`src/rtcc_pkg.sv`:
```
package rtcc_pkg;

    // register byte offsets
    localparam logic [4:0] RTCC_OFF_CTRL = 5'h00;
    localparam logic [4:0] RTCC_OFF_ALARM = 5'h04;
    localparam logic [4:0] RTCC_OFF_TIME = 5'h08;
    localparam logic [4:0] RTCC_OFF_DATE = 5'h0c;
    localparam logic [4:0] RTCC_OFF_ATIME = 5'h10;

    // control register fields
    localparam int RTCC_CTRL_ON_BIT = 15;
    localparam int RTCC_CTRL_WREN_BIT = 3;
    localparam logic [31:0] RTCC_CTRL_MASK = 32'h0000_8008;

    // alarm control fields
    localparam int RTCC_ALM_EN_BIT = 15;
    localparam int RTCC_ALM_CHIME_BIT = 14;
    localparam int RTCC_ALM_SYNC_BIT = 12;
    localparam int RTCC_ALM_MASK_LSB = 8;
    localparam logic [31:0] RTCC_ALM_WMASK = 32'h0000_cfff;

    // implemented bits of time and date words
    localparam logic [31:0] RTCC_TIME_MASK = 32'h3f7f_7f00;
    localparam logic [31:0] RTCC_DATE_MASK = 32'hff1f_3f07;

    // reset values
    localparam logic [31:0] RTCC_CTRL_RST = 32'h0000_0000;
    localparam logic [31:0] RTCC_ALM_RST = 32'h0000_0000;
    localparam logic [31:0] RTCC_ATIME_RST = 32'h0000_0000;
    localparam logic [31:0] RTCC_TIME_RST = 32'h0000_0000;
    localparam logic [31:0] RTCC_DATE_RST = 32'h0001_0100;
    localparam logic [7:0] RTCC_RPT_RST = 8'h00;
    localparam logic [7:0] RTCC_RPT_MAX = 8'hff;

    // time base
    localparam int RTCC_CLK_HZ = 200_000_000;
    localparam int RTCC_HALF_SEC_CYC = RTCC_CLK_HZ / 2;
    // sync flag window around the half-second rollover, in clocks
    localparam int RTCC_SYNC_WIN_CYC = 32;

    // alarm mask codes
    typedef enum logic [3:0] {
        RTCC_AM_HALF = 4'h0,
        RTCC_AM_SEC = 4'h1,
        RTCC_AM_10SEC = 4'h2,
        RTCC_AM_MIN = 4'h3,
        RTCC_AM_10MIN = 4'h4,
        RTCC_AM_HOUR = 4'h5,
        RTCC_AM_DAY = 4'h6,
        RTCC_AM_WEEK = 4'h7,
        RTCC_AM_MONTH = 4'h8,
        RTCC_AM_YEAR = 4'h9
    } rtcc_amask_t;

    typedef struct packed {
        logic [1:0] hours_tens;
        logic [3:0] hours_ones;
        logic [2:0] minutes_tens;
        logic [3:0] minutes_ones;
        logic [2:0] seconds_tens;
        logic [3:0] seconds_ones;
    } rtcc_time_t;

    typedef struct packed {
        logic [3:0] years_tens;
        logic [3:0] years_ones;
        logic months_tens;
        logic [3:0] months_ones;
        logic [1:0] days_tens;
        logic [3:0] days_ones;
        logic [2:0] weekday_value;
    } rtcc_date_t;

endpackage

```
`src/rtcc_digit.sv`:
```
`timescale 1ns/100ps
// one bcd digit pair: advances by one with a programmable terminal value
module rtcc_digit (
    // current pair
    input wire logic [3:0] tens_i,
    input wire logic [3:0] ones_i,
    // limits
    input wire logic [3:0] last_tens_i,
    input wire logic [3:0] last_ones_i,
    input wire logic [3:0] first_ones_i,
    // advance
    input wire logic inc_i,
    output logic [3:0] tens_o,
    output logic [3:0] ones_o,
    output logic carry_o
);
    wire at_last = (tens_i == last_tens_i) && (ones_i == last_ones_i);
    wire ones_wrap = (ones_i == 4'h9);

    assign carry_o = inc_i && at_last;
    assign tens_o = !inc_i ? tens_i : at_last ? 4'h0 : ones_wrap ? tens_i + 4'h1 : tens_i;
    assign ones_o = !inc_i ? ones_i : at_last ? first_ones_i : ones_wrap ? 4'h0 : ones_i + 4'h1;
endmodule

```
`src/rtcc_core.sv`:
```
// Added by the designer: register access over Wishbone and the register offsets.
`timescale 1ns/100ps
// Notes on behaviour
// - repeat count N makes the alarm fire N+1 times; 0xff gives 256.
// - each alarm event at a nonzero count decrements the repeat count by one.
// - at zero, an event wraps the count to 0xff only in chime mode.
// - event at count zero without chime clears alarm enable.
// - time bits 29-28 hold hours tens, 27-24 hours ones, in bcd.
// - time bits 22-20 hold minutes tens, 19-16 minutes ones, in bcd.
// - time bits 14-12 hold seconds tens, 11-8 seconds ones, in bcd.
// - time bits 31-30, 23, 15 and 7-0 read as zero.
// - time and date writes take effect only while clock write enable set.
// - date bits 31-28 hold years tens, 27-24 years ones, in bcd.
// - date bit 20 holds months tens, bits 19-16 months ones.
// - date bits 13-12 hold days tens, 11-8 days ones.
// - date bits 2-0 hold weekday, ranging 0 to 6.
// - without chime the count stops at zero; chime repeats forever.
module rtcc_core #(
    parameter int HALF_SEC_CYC = rtcc_pkg::RTCC_HALF_SEC_CYC
) (
    // clock and reset
    input wire logic clk_i,
    input wire logic rst_i,
    // wishbone slave
    input wire logic cyc_i,
    input wire logic stb_i,
    input wire logic we_i,
    input wire logic [4:0] adr_i,
    input wire logic [3:0] sel_i,
    input wire logic [31:0] dat_i,
    output logic [31:0] dat_o,
    output logic ack_o,
    // status
    output logic alarm_event_o
);
    // field positions inside the control words
    localparam int ON = rtcc_pkg::RTCC_CTRL_ON_BIT;
    localparam int WREN = rtcc_pkg::RTCC_CTRL_WREN_BIT;
    localparam int EN = rtcc_pkg::RTCC_ALM_EN_BIT;
    localparam int CHIME = rtcc_pkg::RTCC_ALM_CHIME_BIT;
    localparam int SYNC = rtcc_pkg::RTCC_ALM_SYNC_BIT;
    localparam int MLSB = rtcc_pkg::RTCC_ALM_MASK_LSB;

    // prescaler limits; a half second shorter than two windows keeps the flag set
    localparam logic [31:0] HALF_LAST = 32'(HALF_SEC_CYC - 1);
    localparam logic [31:0] SYNC_LO = 32'(rtcc_pkg::RTCC_SYNC_WIN_CYC);
    localparam logic [31:0] SYNC_HI = 32'(HALF_SEC_CYC - rtcc_pkg::RTCC_SYNC_WIN_CYC);

    // reset values split into digit fields
    localparam rtcc_pkg::rtcc_time_t TIME_RST = '{
        hours_tens: rtcc_pkg::RTCC_TIME_RST[29:28],
        hours_ones: rtcc_pkg::RTCC_TIME_RST[27:24],
        minutes_tens: rtcc_pkg::RTCC_TIME_RST[22:20],
        minutes_ones: rtcc_pkg::RTCC_TIME_RST[19:16],
        seconds_tens: rtcc_pkg::RTCC_TIME_RST[14:12],
        seconds_ones: rtcc_pkg::RTCC_TIME_RST[11:8]
    };
    localparam rtcc_pkg::rtcc_date_t DATE_RST = '{
        years_tens: rtcc_pkg::RTCC_DATE_RST[31:28],
        years_ones: rtcc_pkg::RTCC_DATE_RST[27:24],
        months_tens: rtcc_pkg::RTCC_DATE_RST[20],
        months_ones: rtcc_pkg::RTCC_DATE_RST[19:16],
        days_tens: rtcc_pkg::RTCC_DATE_RST[13:12],
        days_ones: rtcc_pkg::RTCC_DATE_RST[11:8],
        weekday_value: rtcc_pkg::RTCC_DATE_RST[2:0]
    };

    // state
    logic [31:0] ctrl_q;
    logic [31:0] alm_q;
    logic [31:0] alm_d;
    logic [31:0] atime_q;
    rtcc_pkg::rtcc_time_t time_q;
    rtcc_pkg::rtcc_time_t time_tick;
    rtcc_pkg::rtcc_time_t time_d;
    rtcc_pkg::rtcc_date_t date_q;
    rtcc_pkg::rtcc_date_t date_tick;
    rtcc_pkg::rtcc_date_t date_d;
    logic [31:0] presc_q;
    logic half_q;

    // bus decode; a write lands on the edge that sees ack high
    wire bus_hit = cyc_i && stb_i;
    wire bus_first = bus_hit && !ack_o;
    wire wr_go = bus_hit && ack_o && we_i;
    wire [31:0] byte_mask = {{8{sel_i[3]}}, {8{sel_i[2]}}, {8{sel_i[1]}}, {8{sel_i[0]}}};
    wire wr_ctrl = wr_go && (adr_i == rtcc_pkg::RTCC_OFF_CTRL);
    wire wr_alm = wr_go && (adr_i == rtcc_pkg::RTCC_OFF_ALARM);
    wire wr_time = wr_go && (adr_i == rtcc_pkg::RTCC_OFF_TIME);
    wire wr_date = wr_go && (adr_i == rtcc_pkg::RTCC_OFF_DATE);
    wire wr_atime = wr_go && (adr_i == rtcc_pkg::RTCC_OFF_ATIME);

    // control bits
    wire clock_on = ctrl_q[ON];
    wire clock_write_enable = ctrl_q[WREN];
    wire wr_time_ok = wr_time && clock_write_enable;
    wire wr_date_ok = wr_date && clock_write_enable;

    // register words as software sees them
    wire [31:0] time_word = {
        2'h0, time_q.hours_tens, time_q.hours_ones,
        1'b0, time_q.minutes_tens, time_q.minutes_ones,
        1'b0, time_q.seconds_tens, time_q.seconds_ones,
        8'h00
    };
    wire [31:0] date_word = {
        date_q.years_tens, date_q.years_ones,
        3'h0, date_q.months_tens, date_q.months_ones,
        2'h0, date_q.days_tens, date_q.days_ones,
        5'h00, date_q.weekday_value
    };

    // byte-lane merge of write data, unimplemented bits dropped
    wire [31:0] ctrl_wr_word = ((ctrl_q & ~byte_mask) | (dat_i & byte_mask))
        & rtcc_pkg::RTCC_CTRL_MASK;
    wire [31:0] alm_wr_word = ((alm_q & ~byte_mask) | (dat_i & byte_mask))
        & rtcc_pkg::RTCC_ALM_WMASK;
    wire [31:0] atime_wr_word = ((atime_q & ~byte_mask) | (dat_i & byte_mask))
        & rtcc_pkg::RTCC_TIME_MASK;
    wire [31:0] time_wr_word = ((time_word & ~byte_mask) | (dat_i & byte_mask))
        & rtcc_pkg::RTCC_TIME_MASK;
    wire [31:0] date_wr_word = ((date_word & ~byte_mask) | (dat_i & byte_mask))
        & rtcc_pkg::RTCC_DATE_MASK;

    // written words split into digits
    wire rtcc_pkg::rtcc_time_t time_wr = '{
        hours_tens: time_wr_word[29:28],
        hours_ones: time_wr_word[27:24],
        minutes_tens: time_wr_word[22:20],
        minutes_ones: time_wr_word[19:16],
        seconds_tens: time_wr_word[14:12],
        seconds_ones: time_wr_word[11:8]
    };
    wire rtcc_pkg::rtcc_date_t date_wr = '{
        years_tens: date_wr_word[31:28],
        years_ones: date_wr_word[27:24],
        months_tens: date_wr_word[20],
        months_ones: date_wr_word[19:16],
        days_tens: date_wr_word[13:12],
        days_ones: date_wr_word[11:8],
        weekday_value: date_wr_word[2:0]
    };
    wire rtcc_pkg::rtcc_time_t atime = '{
        hours_tens: atime_q[29:28],
        hours_ones: atime_q[27:24],
        minutes_tens: atime_q[22:20],
        minutes_ones: atime_q[19:16],
        seconds_tens: atime_q[14:12],
        seconds_ones: atime_q[11:8]
    };

    // time base: half-second ticks, every second one advances the clock
    wire half_tick = clock_on && (presc_q == HALF_LAST);
    wire sec_tick = half_tick && half_q;
    wire sync_now = clock_on && ((presc_q < SYNC_LO) || (presc_q >= SYNC_HI));

    // digit chain outputs
    logic [3:0] sec_t;
    logic [3:0] sec_o;
    logic [3:0] min_t;
    logic [3:0] min_o;
    logic [3:0] hr_t;
    logic [3:0] hr_o;
    logic [3:0] day_t;
    logic [3:0] day_o;
    logic [3:0] mon_t;
    logic [3:0] mon_o;
    logic [3:0] yr_t;
    logic [3:0] yr_o;
    logic sec_c;
    logic min_c;
    logic hr_c;
    logic day_c;
    logic mon_c;

    // month length, leap years by the two-digit year only
    wire [3:0] mon_ones = date_q.months_ones;
    wire [3:0] yr_ones = date_q.years_ones;
    wire is_feb = !date_q.months_tens && (mon_ones == 4'h2);
    wire is_short = date_q.months_tens ? (mon_ones == 4'h1)
        : ((mon_ones == 4'h4) || (mon_ones == 4'h6) || (mon_ones == 4'h9));
    wire is_leap = date_q.years_tens[0] ? ((yr_ones == 4'h2) || (yr_ones == 4'h6))
        : ((yr_ones == 4'h0) || (yr_ones == 4'h4) || (yr_ones == 4'h8));
    wire [3:0] day_last_t = is_feb ? 4'h2 : 4'h3;
    wire [3:0] day_last_o = is_feb ? (is_leap ? 4'h9 : 4'h8) : (is_short ? 4'h0 : 4'h1);
    wire [2:0] wday_next = (date_q.weekday_value == 3'h6) ? 3'h0
        : date_q.weekday_value + 3'h1;

    rtcc_digit u_sec (
        .tens_i({1'b0, time_q.seconds_tens}),
        .ones_i(time_q.seconds_ones),
        .last_tens_i(4'h5),
        .last_ones_i(4'h9),
        .first_ones_i(4'h0),
        .inc_i(sec_tick),
        .tens_o(sec_t),
        .ones_o(sec_o),
        .carry_o(sec_c)
    );

    rtcc_digit u_min (
        .tens_i({1'b0, time_q.minutes_tens}),
        .ones_i(time_q.minutes_ones),
        .last_tens_i(4'h5),
        .last_ones_i(4'h9),
        .first_ones_i(4'h0),
        .inc_i(sec_c),
        .tens_o(min_t),
        .ones_o(min_o),
        .carry_o(min_c)
    );

    rtcc_digit u_hour (
        .tens_i({2'h0, time_q.hours_tens}),
        .ones_i(time_q.hours_ones),
        .last_tens_i(4'h2),
        .last_ones_i(4'h3),
        .first_ones_i(4'h0),
        .inc_i(min_c),
        .tens_o(hr_t),
        .ones_o(hr_o),
        .carry_o(hr_c)
    );

    rtcc_digit u_day (
        .tens_i({2'h0, date_q.days_tens}),
        .ones_i(date_q.days_ones),
        .last_tens_i(day_last_t),
        .last_ones_i(day_last_o),
        .first_ones_i(4'h1),
        .inc_i(hr_c),
        .tens_o(day_t),
        .ones_o(day_o),
        .carry_o(day_c)
    );

    rtcc_digit u_month (
        .tens_i({3'h0, date_q.months_tens}),
        .ones_i(date_q.months_ones),
        .last_tens_i(4'h1),
        .last_ones_i(4'h2),
        .first_ones_i(4'h1),
        .inc_i(day_c),
        .tens_o(mon_t),
        .ones_o(mon_o),
        .carry_o(mon_c)
    );

    // the century is not kept, so the year carry goes nowhere
    rtcc_digit u_year (
        .tens_i(date_q.years_tens),
        .ones_i(date_q.years_ones),
        .last_tens_i(4'h9),
        .last_ones_i(4'h9),
        .first_ones_i(4'h0),
        .inc_i(mon_c),
        .tens_o(yr_t),
        .ones_o(yr_o),
        .carry_o()
    );

    // next time and date; a software write beats a tick in the same cycle
    always_comb begin
        time_tick = time_q;
        time_tick.seconds_tens = sec_t[2:0];
        time_tick.seconds_ones = sec_o;
        time_tick.minutes_tens = min_t[2:0];
        time_tick.minutes_ones = min_o;
        time_tick.hours_tens = hr_t[1:0];
        time_tick.hours_ones = hr_o;
    end

    always_comb begin
        date_tick = date_q;
        date_tick.days_tens = day_t[1:0];
        date_tick.days_ones = day_o;
        date_tick.months_tens = mon_t[0];
        date_tick.months_ones = mon_o;
        date_tick.years_tens = yr_t;
        date_tick.years_ones = yr_o;
        if (hr_c) begin
            date_tick.weekday_value = wday_next;
        end
    end

    assign time_d = wr_time_ok ? time_wr : time_tick;
    assign date_d = wr_date_ok ? date_wr : date_tick;

    // alarm compare against the time that the tick is about to load
    wire [3:0] alarm_mask = alm_q[MLSB +: 4];
    wire [7:0] alarm_repeat_count = alm_q[7:0];
    wire alarm_enable = alm_q[EN];
    wire m_sec_o = time_tick.seconds_ones == atime.seconds_ones;
    wire m_sec = m_sec_o && (time_tick.seconds_tens == atime.seconds_tens);
    wire m_min_o = time_tick.minutes_ones == atime.minutes_ones;
    wire m_min = m_min_o && (time_tick.minutes_tens == atime.minutes_tens);
    wire m_hr = (time_tick.hours_ones == atime.hours_ones)
        && (time_tick.hours_tens == atime.hours_tens);
    logic mask_hit;

    // with no alarm date kept, the day-and-longer masks fall back to a daily match
    always_comb begin
        mask_hit = 1'b0;
        unique case (alarm_mask)
            rtcc_pkg::RTCC_AM_HALF: mask_hit = half_tick;
            rtcc_pkg::RTCC_AM_SEC: mask_hit = sec_tick;
            rtcc_pkg::RTCC_AM_10SEC: mask_hit = sec_tick && m_sec_o;
            rtcc_pkg::RTCC_AM_MIN: mask_hit = sec_tick && m_sec;
            rtcc_pkg::RTCC_AM_10MIN: mask_hit = sec_tick && m_sec && m_min_o;
            rtcc_pkg::RTCC_AM_HOUR: mask_hit = sec_tick && m_sec && m_min;
            rtcc_pkg::RTCC_AM_DAY,
            rtcc_pkg::RTCC_AM_WEEK,
            rtcc_pkg::RTCC_AM_MONTH,
            rtcc_pkg::RTCC_AM_YEAR: mask_hit = sec_tick && m_sec && m_min && m_hr;
            // reserved codes never fire
            default: mask_hit = 1'b0;
        endcase
    end

    wire fire = alarm_enable && mask_hit;

    // repeat counter; software rewrites the whole word if it writes in the same cycle
    always_comb begin
        alm_d = alm_q;
        if (fire) begin
            if (alarm_repeat_count != 8'h00) begin
                alm_d[7:0] = alarm_repeat_count - 8'h01;
            end else if (alm_q[CHIME]) begin
                alm_d[7:0] = rtcc_pkg::RTCC_RPT_MAX;
            end else begin
                alm_d[EN] = 1'b0;
            end
        end
        if (wr_alm) begin
            alm_d = alm_wr_word;
        end
    end

    // read mux; the sync flag is live, not stored
    wire [31:0] sync_word = sync_now ? (32'h0000_0001 << SYNC) : 32'h0000_0000;
    logic [31:0] rd_word;

    always_comb begin
        unique case (adr_i)
            rtcc_pkg::RTCC_OFF_CTRL: rd_word = ctrl_q;
            rtcc_pkg::RTCC_OFF_ALARM: rd_word = alm_q | sync_word;
            rtcc_pkg::RTCC_OFF_TIME: rd_word = time_word;
            rtcc_pkg::RTCC_OFF_DATE: rd_word = date_word;
            rtcc_pkg::RTCC_OFF_ATIME: rd_word = atime_q;
            default: rd_word = 32'h0000_0000;
        endcase
    end

    // bus answer: ack one cycle after the request, dropped after one cycle
    always_ff @(posedge clk_i) begin
        if (rst_i) begin
            ack_o <= 1'b0;
            dat_o <= 32'h0000_0000;
        end else begin
            ack_o <= bus_first;
            if (bus_first) begin
                dat_o <= rd_word;
            end
        end
    end

    always_ff @(posedge clk_i) begin
        if (rst_i) begin
            ctrl_q <= rtcc_pkg::RTCC_CTRL_RST;
        end else if (wr_ctrl) begin
            ctrl_q <= ctrl_wr_word;
        end
    end

    // switching the module off restarts the half-second phase
    always_ff @(posedge clk_i) begin
        if (rst_i || !clock_on) begin
            presc_q <= 32'h0000_0000;
            half_q <= 1'b0;
        end else if (half_tick) begin
            presc_q <= 32'h0000_0000;
            half_q <= !half_q;
        end else begin
            presc_q <= presc_q + 32'h0000_0001;
        end
    end

    always_ff @(posedge clk_i) begin
        if (rst_i) begin
            time_q <= TIME_RST;
            date_q <= DATE_RST;
        end else begin
            time_q <= time_d;
            date_q <= date_d;
        end
    end

    always_ff @(posedge clk_i) begin
        if (rst_i) begin
            alm_q <= rtcc_pkg::RTCC_ALM_RST;
            atime_q <= rtcc_pkg::RTCC_ATIME_RST;
            alarm_event_o <= 1'b0;
        end else begin
            alm_q <= alm_d;
            alarm_event_o <= fire;
            if (wr_atime) begin
                atime_q <= atime_wr_word;
            end
        end
    end

    // digit ranges that a tick must never break
    wire time_valid = (time_q.hours_tens <= 2'h2) && (time_q.hours_ones <= 4'h9)
        && (time_q.minutes_tens <= 3'h5) && (time_q.minutes_ones <= 4'h9)
        && (time_q.seconds_tens <= 3'h5) && (time_q.seconds_ones <= 4'h9);

    chk_rpt_decrement: assert property (
        @(posedge clk_i) disable iff (rst_i)
        fire && !wr_alm && (alarm_repeat_count != 8'h00)
        |=> alm_q[7:0] == $past(alm_q[7:0]) - 8'h01
    ) else $error("repeat count did not step down");

    chk_chime_wrap: assert property (
        @(posedge clk_i) disable iff (rst_i)
        fire && !wr_alm && (alarm_repeat_count == 8'h00) && alm_q[CHIME]
        |=> alm_q[7:0] == 8'hff && alm_q[EN]
    ) else $error("chime did not wrap the repeat count");

    chk_enable_cleared: assert property (
        @(posedge clk_i) disable iff (rst_i)
        fire && !wr_alm && (alarm_repeat_count == 8'h00) && !alm_q[CHIME]
        |=> !alm_q[EN]
    ) else $error("alarm enable not cleared after last repeat");

    chk_count_stops: assert property (
        @(posedge clk_i) disable iff (rst_i)
        fire && !wr_alm && (alarm_repeat_count == 8'h00) && !alm_q[CHIME]
        |=> alm_q[7:0] == 8'h00
    ) else $error("repeat count moved past zero");

    chk_locked_time: assert property (
        @(posedge clk_i) disable iff (rst_i)
        wr_time && !clock_write_enable && !sec_tick |=> time_q == $past(time_q)
    ) else $error("time changed by a locked write");

    chk_locked_date: assert property (
        @(posedge clk_i) disable iff (rst_i)
        wr_date && !clock_write_enable && !sec_tick |=> date_q == $past(date_q)
    ) else $error("date changed by a locked write");

    chk_tick_keeps_bcd: assert property (
        @(posedge clk_i) disable iff (rst_i)
        sec_tick && !wr_time_ok && time_valid |=> time_valid
    ) else $error("second tick left a digit out of range");

    chk_event_single: assert property (
        @(posedge clk_i) disable iff (rst_i)
        alarm_event_o |=> !alarm_event_o
    ) else $error("alarm event longer than one cycle");

    chk_ack_single: assert property (
        @(posedge clk_i) disable iff (rst_i)
        ack_o |=> !ack_o
    ) else $error("ack held for more than one cycle");
endmodule

```
`config.mk`:
```
export PLATFORM = sky130hd
export DESIGN_NAME = rtcc_core
export DESIGN_NICKNAME = d
export VERILOG_FILES = /design/src/rtcc_pkg.sv /design/src/rtcc_digit.sv /design/src/rtcc_core.sv
export SDC_FILE = /design/constraint.sdc
export NUM_CORES = 1
export LEC_CHECK = 0
export ABC_AREA = 1
export BUFFER_PORTS_ARGS = -buffer_cell sky130_fd_sc_hd__buf_2
export CORE_MARGIN = 2
export CORE_UTILIZATION = 61
export CTS_CLUSTER_DIAMETER = 150
export DETAILED_ROUTE_END_ITERATION = 12
export PLACE_DENSITY_LB_ADDON = 0.1
export SLEW_MARGIN = 20
export SYNTH_ARGS = -nofsm -noshare
export SYNTH_HDL_FRONTEND = slang
export SYNTH_SLANG_ARGS = --single-unit
```
`constraint.sdc`:
```
create_clock -name clk_i -period 2.75 [get_ports clk_i]
set_input_delay 0.275 -clock clk_i [delete_from_list [all_inputs] [get_ports clk_i]]
set_output_delay 0.275 -clock clk_i [all_outputs]
set_load 0.02 [all_outputs]
```
==> run metrics <==
number of synthesized flops with an enable pin 0; Synth top cells by count 272 x nand2_1, 171 x inv_1, 144 x dfxtp_1, 135 x nor2_1, 115 x a21oi_1; Max Clock Skew 0.009312 ns; largest cells by area after synthesis dfxtp_1 32%, nand2_1 11%, inv_1 7.2%; Die H 124.9 µm; first-pass GRT wire length 42.89 mm; core area 14,420 µm²; Final Slew Violations 0; die area 15,600 µm²; Tmin final 2.770 ns; sequence of cells on the critical path nor2_2 > nand2_1 > inv_2 > nand3_4 > nor2_8 > nand4_4 > nor2_4 > nand3_2 > nand3_2 > nand3_2 > nor2_2 > nor2b_1 > nand3_1 > nand3_1 > nand3_2 > a21oi_2 > nor2_1; max cap viols 0; DRC Markers 0; worst slack, placed -0.05010 ns; initial antenna violation count 0; required time of the worst setup path 3.07 ns; total track usage 33.32%; syn nets 1,422; DRT antenna net count 0; # clock sinks 144; Setup Viol. Count Final 1; Mapped Area 8919 µm²; WL/cell 15.84 µm; CTS Hold Buffers Added 0; standard-cell rows 44; ant diodes 0; Nets 1,541; crit path kind reg2reg; hold slack 0.1293 ns; multi-input combinational cell area 5368 µm²; I/O Buffers 77; top_reg_cell synth dfxtp_1; vias 9,819; placed cell areas 9803 µm²; Max-slew headroom 57.72%; PnR worst setup slack -0.01951 ns; HPWL after detailed placement 18.62 mm; slack of the worst reg-to-reg path -0.02 ns; Root Buffer clkbuf_16; Final Hold Vio Count 0; area fraction of the dominant cell type after synthesis 32.32%; Fmax achieved 0.3611 GHz; outcome finished, violations left; Starting DRT DRC Count 796; GRT overflow 0; vias in the first global route 9,050; most frequent cell after synthesis nand2_1; unrepaired setup endpoints after global routing true; crit path capture type flop; total power divided by cell area 427.9 nW/µm²; failing checks setup timing; Setup crit start kind flop; synthesized area per cell 6.567 µm²; Crit-path slowest cell dfxtp_1; CP most frequent cell nand3_2; area leader, netlist dfxtp_1; CTS tree built; Die Wd 124.9 µm; Yosys cell types 56; Async SR Flop Fraction 0%; Post-Route WL 26.52 mm; starting density of the core 61.83%; Largest stage delay, worst path 0.36 ns; Final Non-Filler Cells 1,674; Crit Path Max Fanout 8; Syn Inst Count 1,358; Via density 5.866; Leak 4.477 nW; arrival time at the worst endpoint 3.09 ns; area grow syn2layout 20.53%; Syn. warnings 0; Max H-tree Level 4; register area 2894 µm²; setup_tns -0.01951 ns; pin count of the biggest net entering global routing 48; worst vdd ir 0.4386 mV; # IOs 80; Worst-Margin Slew 0.6315 ns; share of cells above drive strength 1 20.94%; period utilization 100.7%; CTS Buf Count 17; critical path's top delay family simple AND/OR/NAND/NOR gates; design area 10,750 µm²; final weighted congestion in routability-driven placement 1.001; Fill cells 1,219; clock transition at the registers of the reported paths 0.06 ns; clock latency on the worst-skew pair 0.43 ns; Hold Crit Class in2reg; Yosys reg bits 144; first drt pass iteration count 6; dpl cells 1,630; sequential-to-total area share from yosys stat 32.32%; clock tree buffer depth 2; WP buf/inv 1
## final timing paths
check	to	start	cells after the start
min reg2reg	dat_o[0]	dat_o[0]	2
max	flop	presc_q[9]	17
max reg2reg	flop	presc_q[9]	17
min	flop	dat_i[28]	3
## cell families after synthesis
logic type | count (synthesis) | synth area share, %
AND/OR/NAND/NOR | 617 | 32.17
flip-flops | 144 | 32.32
XOR/XNOR | 21 | 2.062
other | 1 | 0.04205
adder cells (fa/ha/maj) | 18 | 2.525
AO/OA/AOI/OAI | 315 | 20.50
buffers and inverters | 242 | 10.38
## layer usage
layer  global-route usage, %  up-vias  share of wire [%]
met2                   57.63      496                 48
li1                        -     4779                  -
met3                   5.799       99                8.0
met5                       0        -                  0
met4                   13.20        0                3.6
met1                   41.40     4445                 41
## placed cells by master (no fill, tap or decap), drive strengths merged, types with 3 or more instances in the layout
master    synthesis  routed
a211oi           12      12
a21oi           116     116
a31oi             8       8
buf               6     148
clkbuf           43      19
clkinv            8      13
clkinvlp          0       5
dfxtp           144     144
ha               18      18
inv             185     186
nand2           288     288
nand3           104     105
nand3b            3       3
nand4            23      23
nor2            153     153
nor3             27      27
nor3b             3       3
nor4             10      10
o2111ai           3       3
o211ai           32      32
o21a              4       4
o21ai            91      91
o221ai            3       3
o22ai            32      32
o31ai             3       3
xnor2             8       8
xor2             13      13
## worst reg2reg max path, cell delays in order, from the launching register on
cell,delay [ns]
dfxtp_1,0.36
nor2_2,0.15
nand2_1,0.12
inv_2,0.10
nand3_4,0.09
nor2_8,0.15
nand4_4,0.23
nor2_4,0.27
nand3_2,0.12
nand3_2,0.08
nand3_2,0.08
nor2_2,0.13
nor2b_1,0.14
nand3_1,0.08
nand3_1,0.12
nand3_2,0.15
a21oi_2,0.22
nor2_1,0.07
## final cells by class
class | instances | share of cell area (%)
Multi-Input combinational cell | 973 | 49.94
Sequential cell | 144 | 26.92
Timing Repair Buffer | 148 | 8.695
Inverter | 193 | 6.798
Clock buffer | 19 | 4.214
Tap cell | 184 | 2.142
Clock inverter | 13 | 1.292
## per-stage QoR
step           power (mW)  utilization, %
2_1_floorplan       2.230               -
3_3_place_gp        2.311           67.97
3_5_place_dp        2.312           67.97
4_1_cts             4.597           72.61
5_1_grt             4.705           74.52
6_report            4.600           74.52
## where the power goes
group | internal [mW] | switching (mW) | leakage, nW | total [mW]
logic | 0.0494 | 0.128 | 3.03 | 0.177
clock network | 1.38 | 0.948 | 0.277 | 2.33
registers | 2.09 | 0.00310 | 1.17 | 2.09
## timing repair
action                                  in CTS  in global routing
gates resized for setup                     13                 66
endpoints found under the setup margin       6                 28
pin swaps                                    5                 30
gates cloned                                 0                  1
buffers inserted                             4                  7
(Power assumes the default switching activity.)
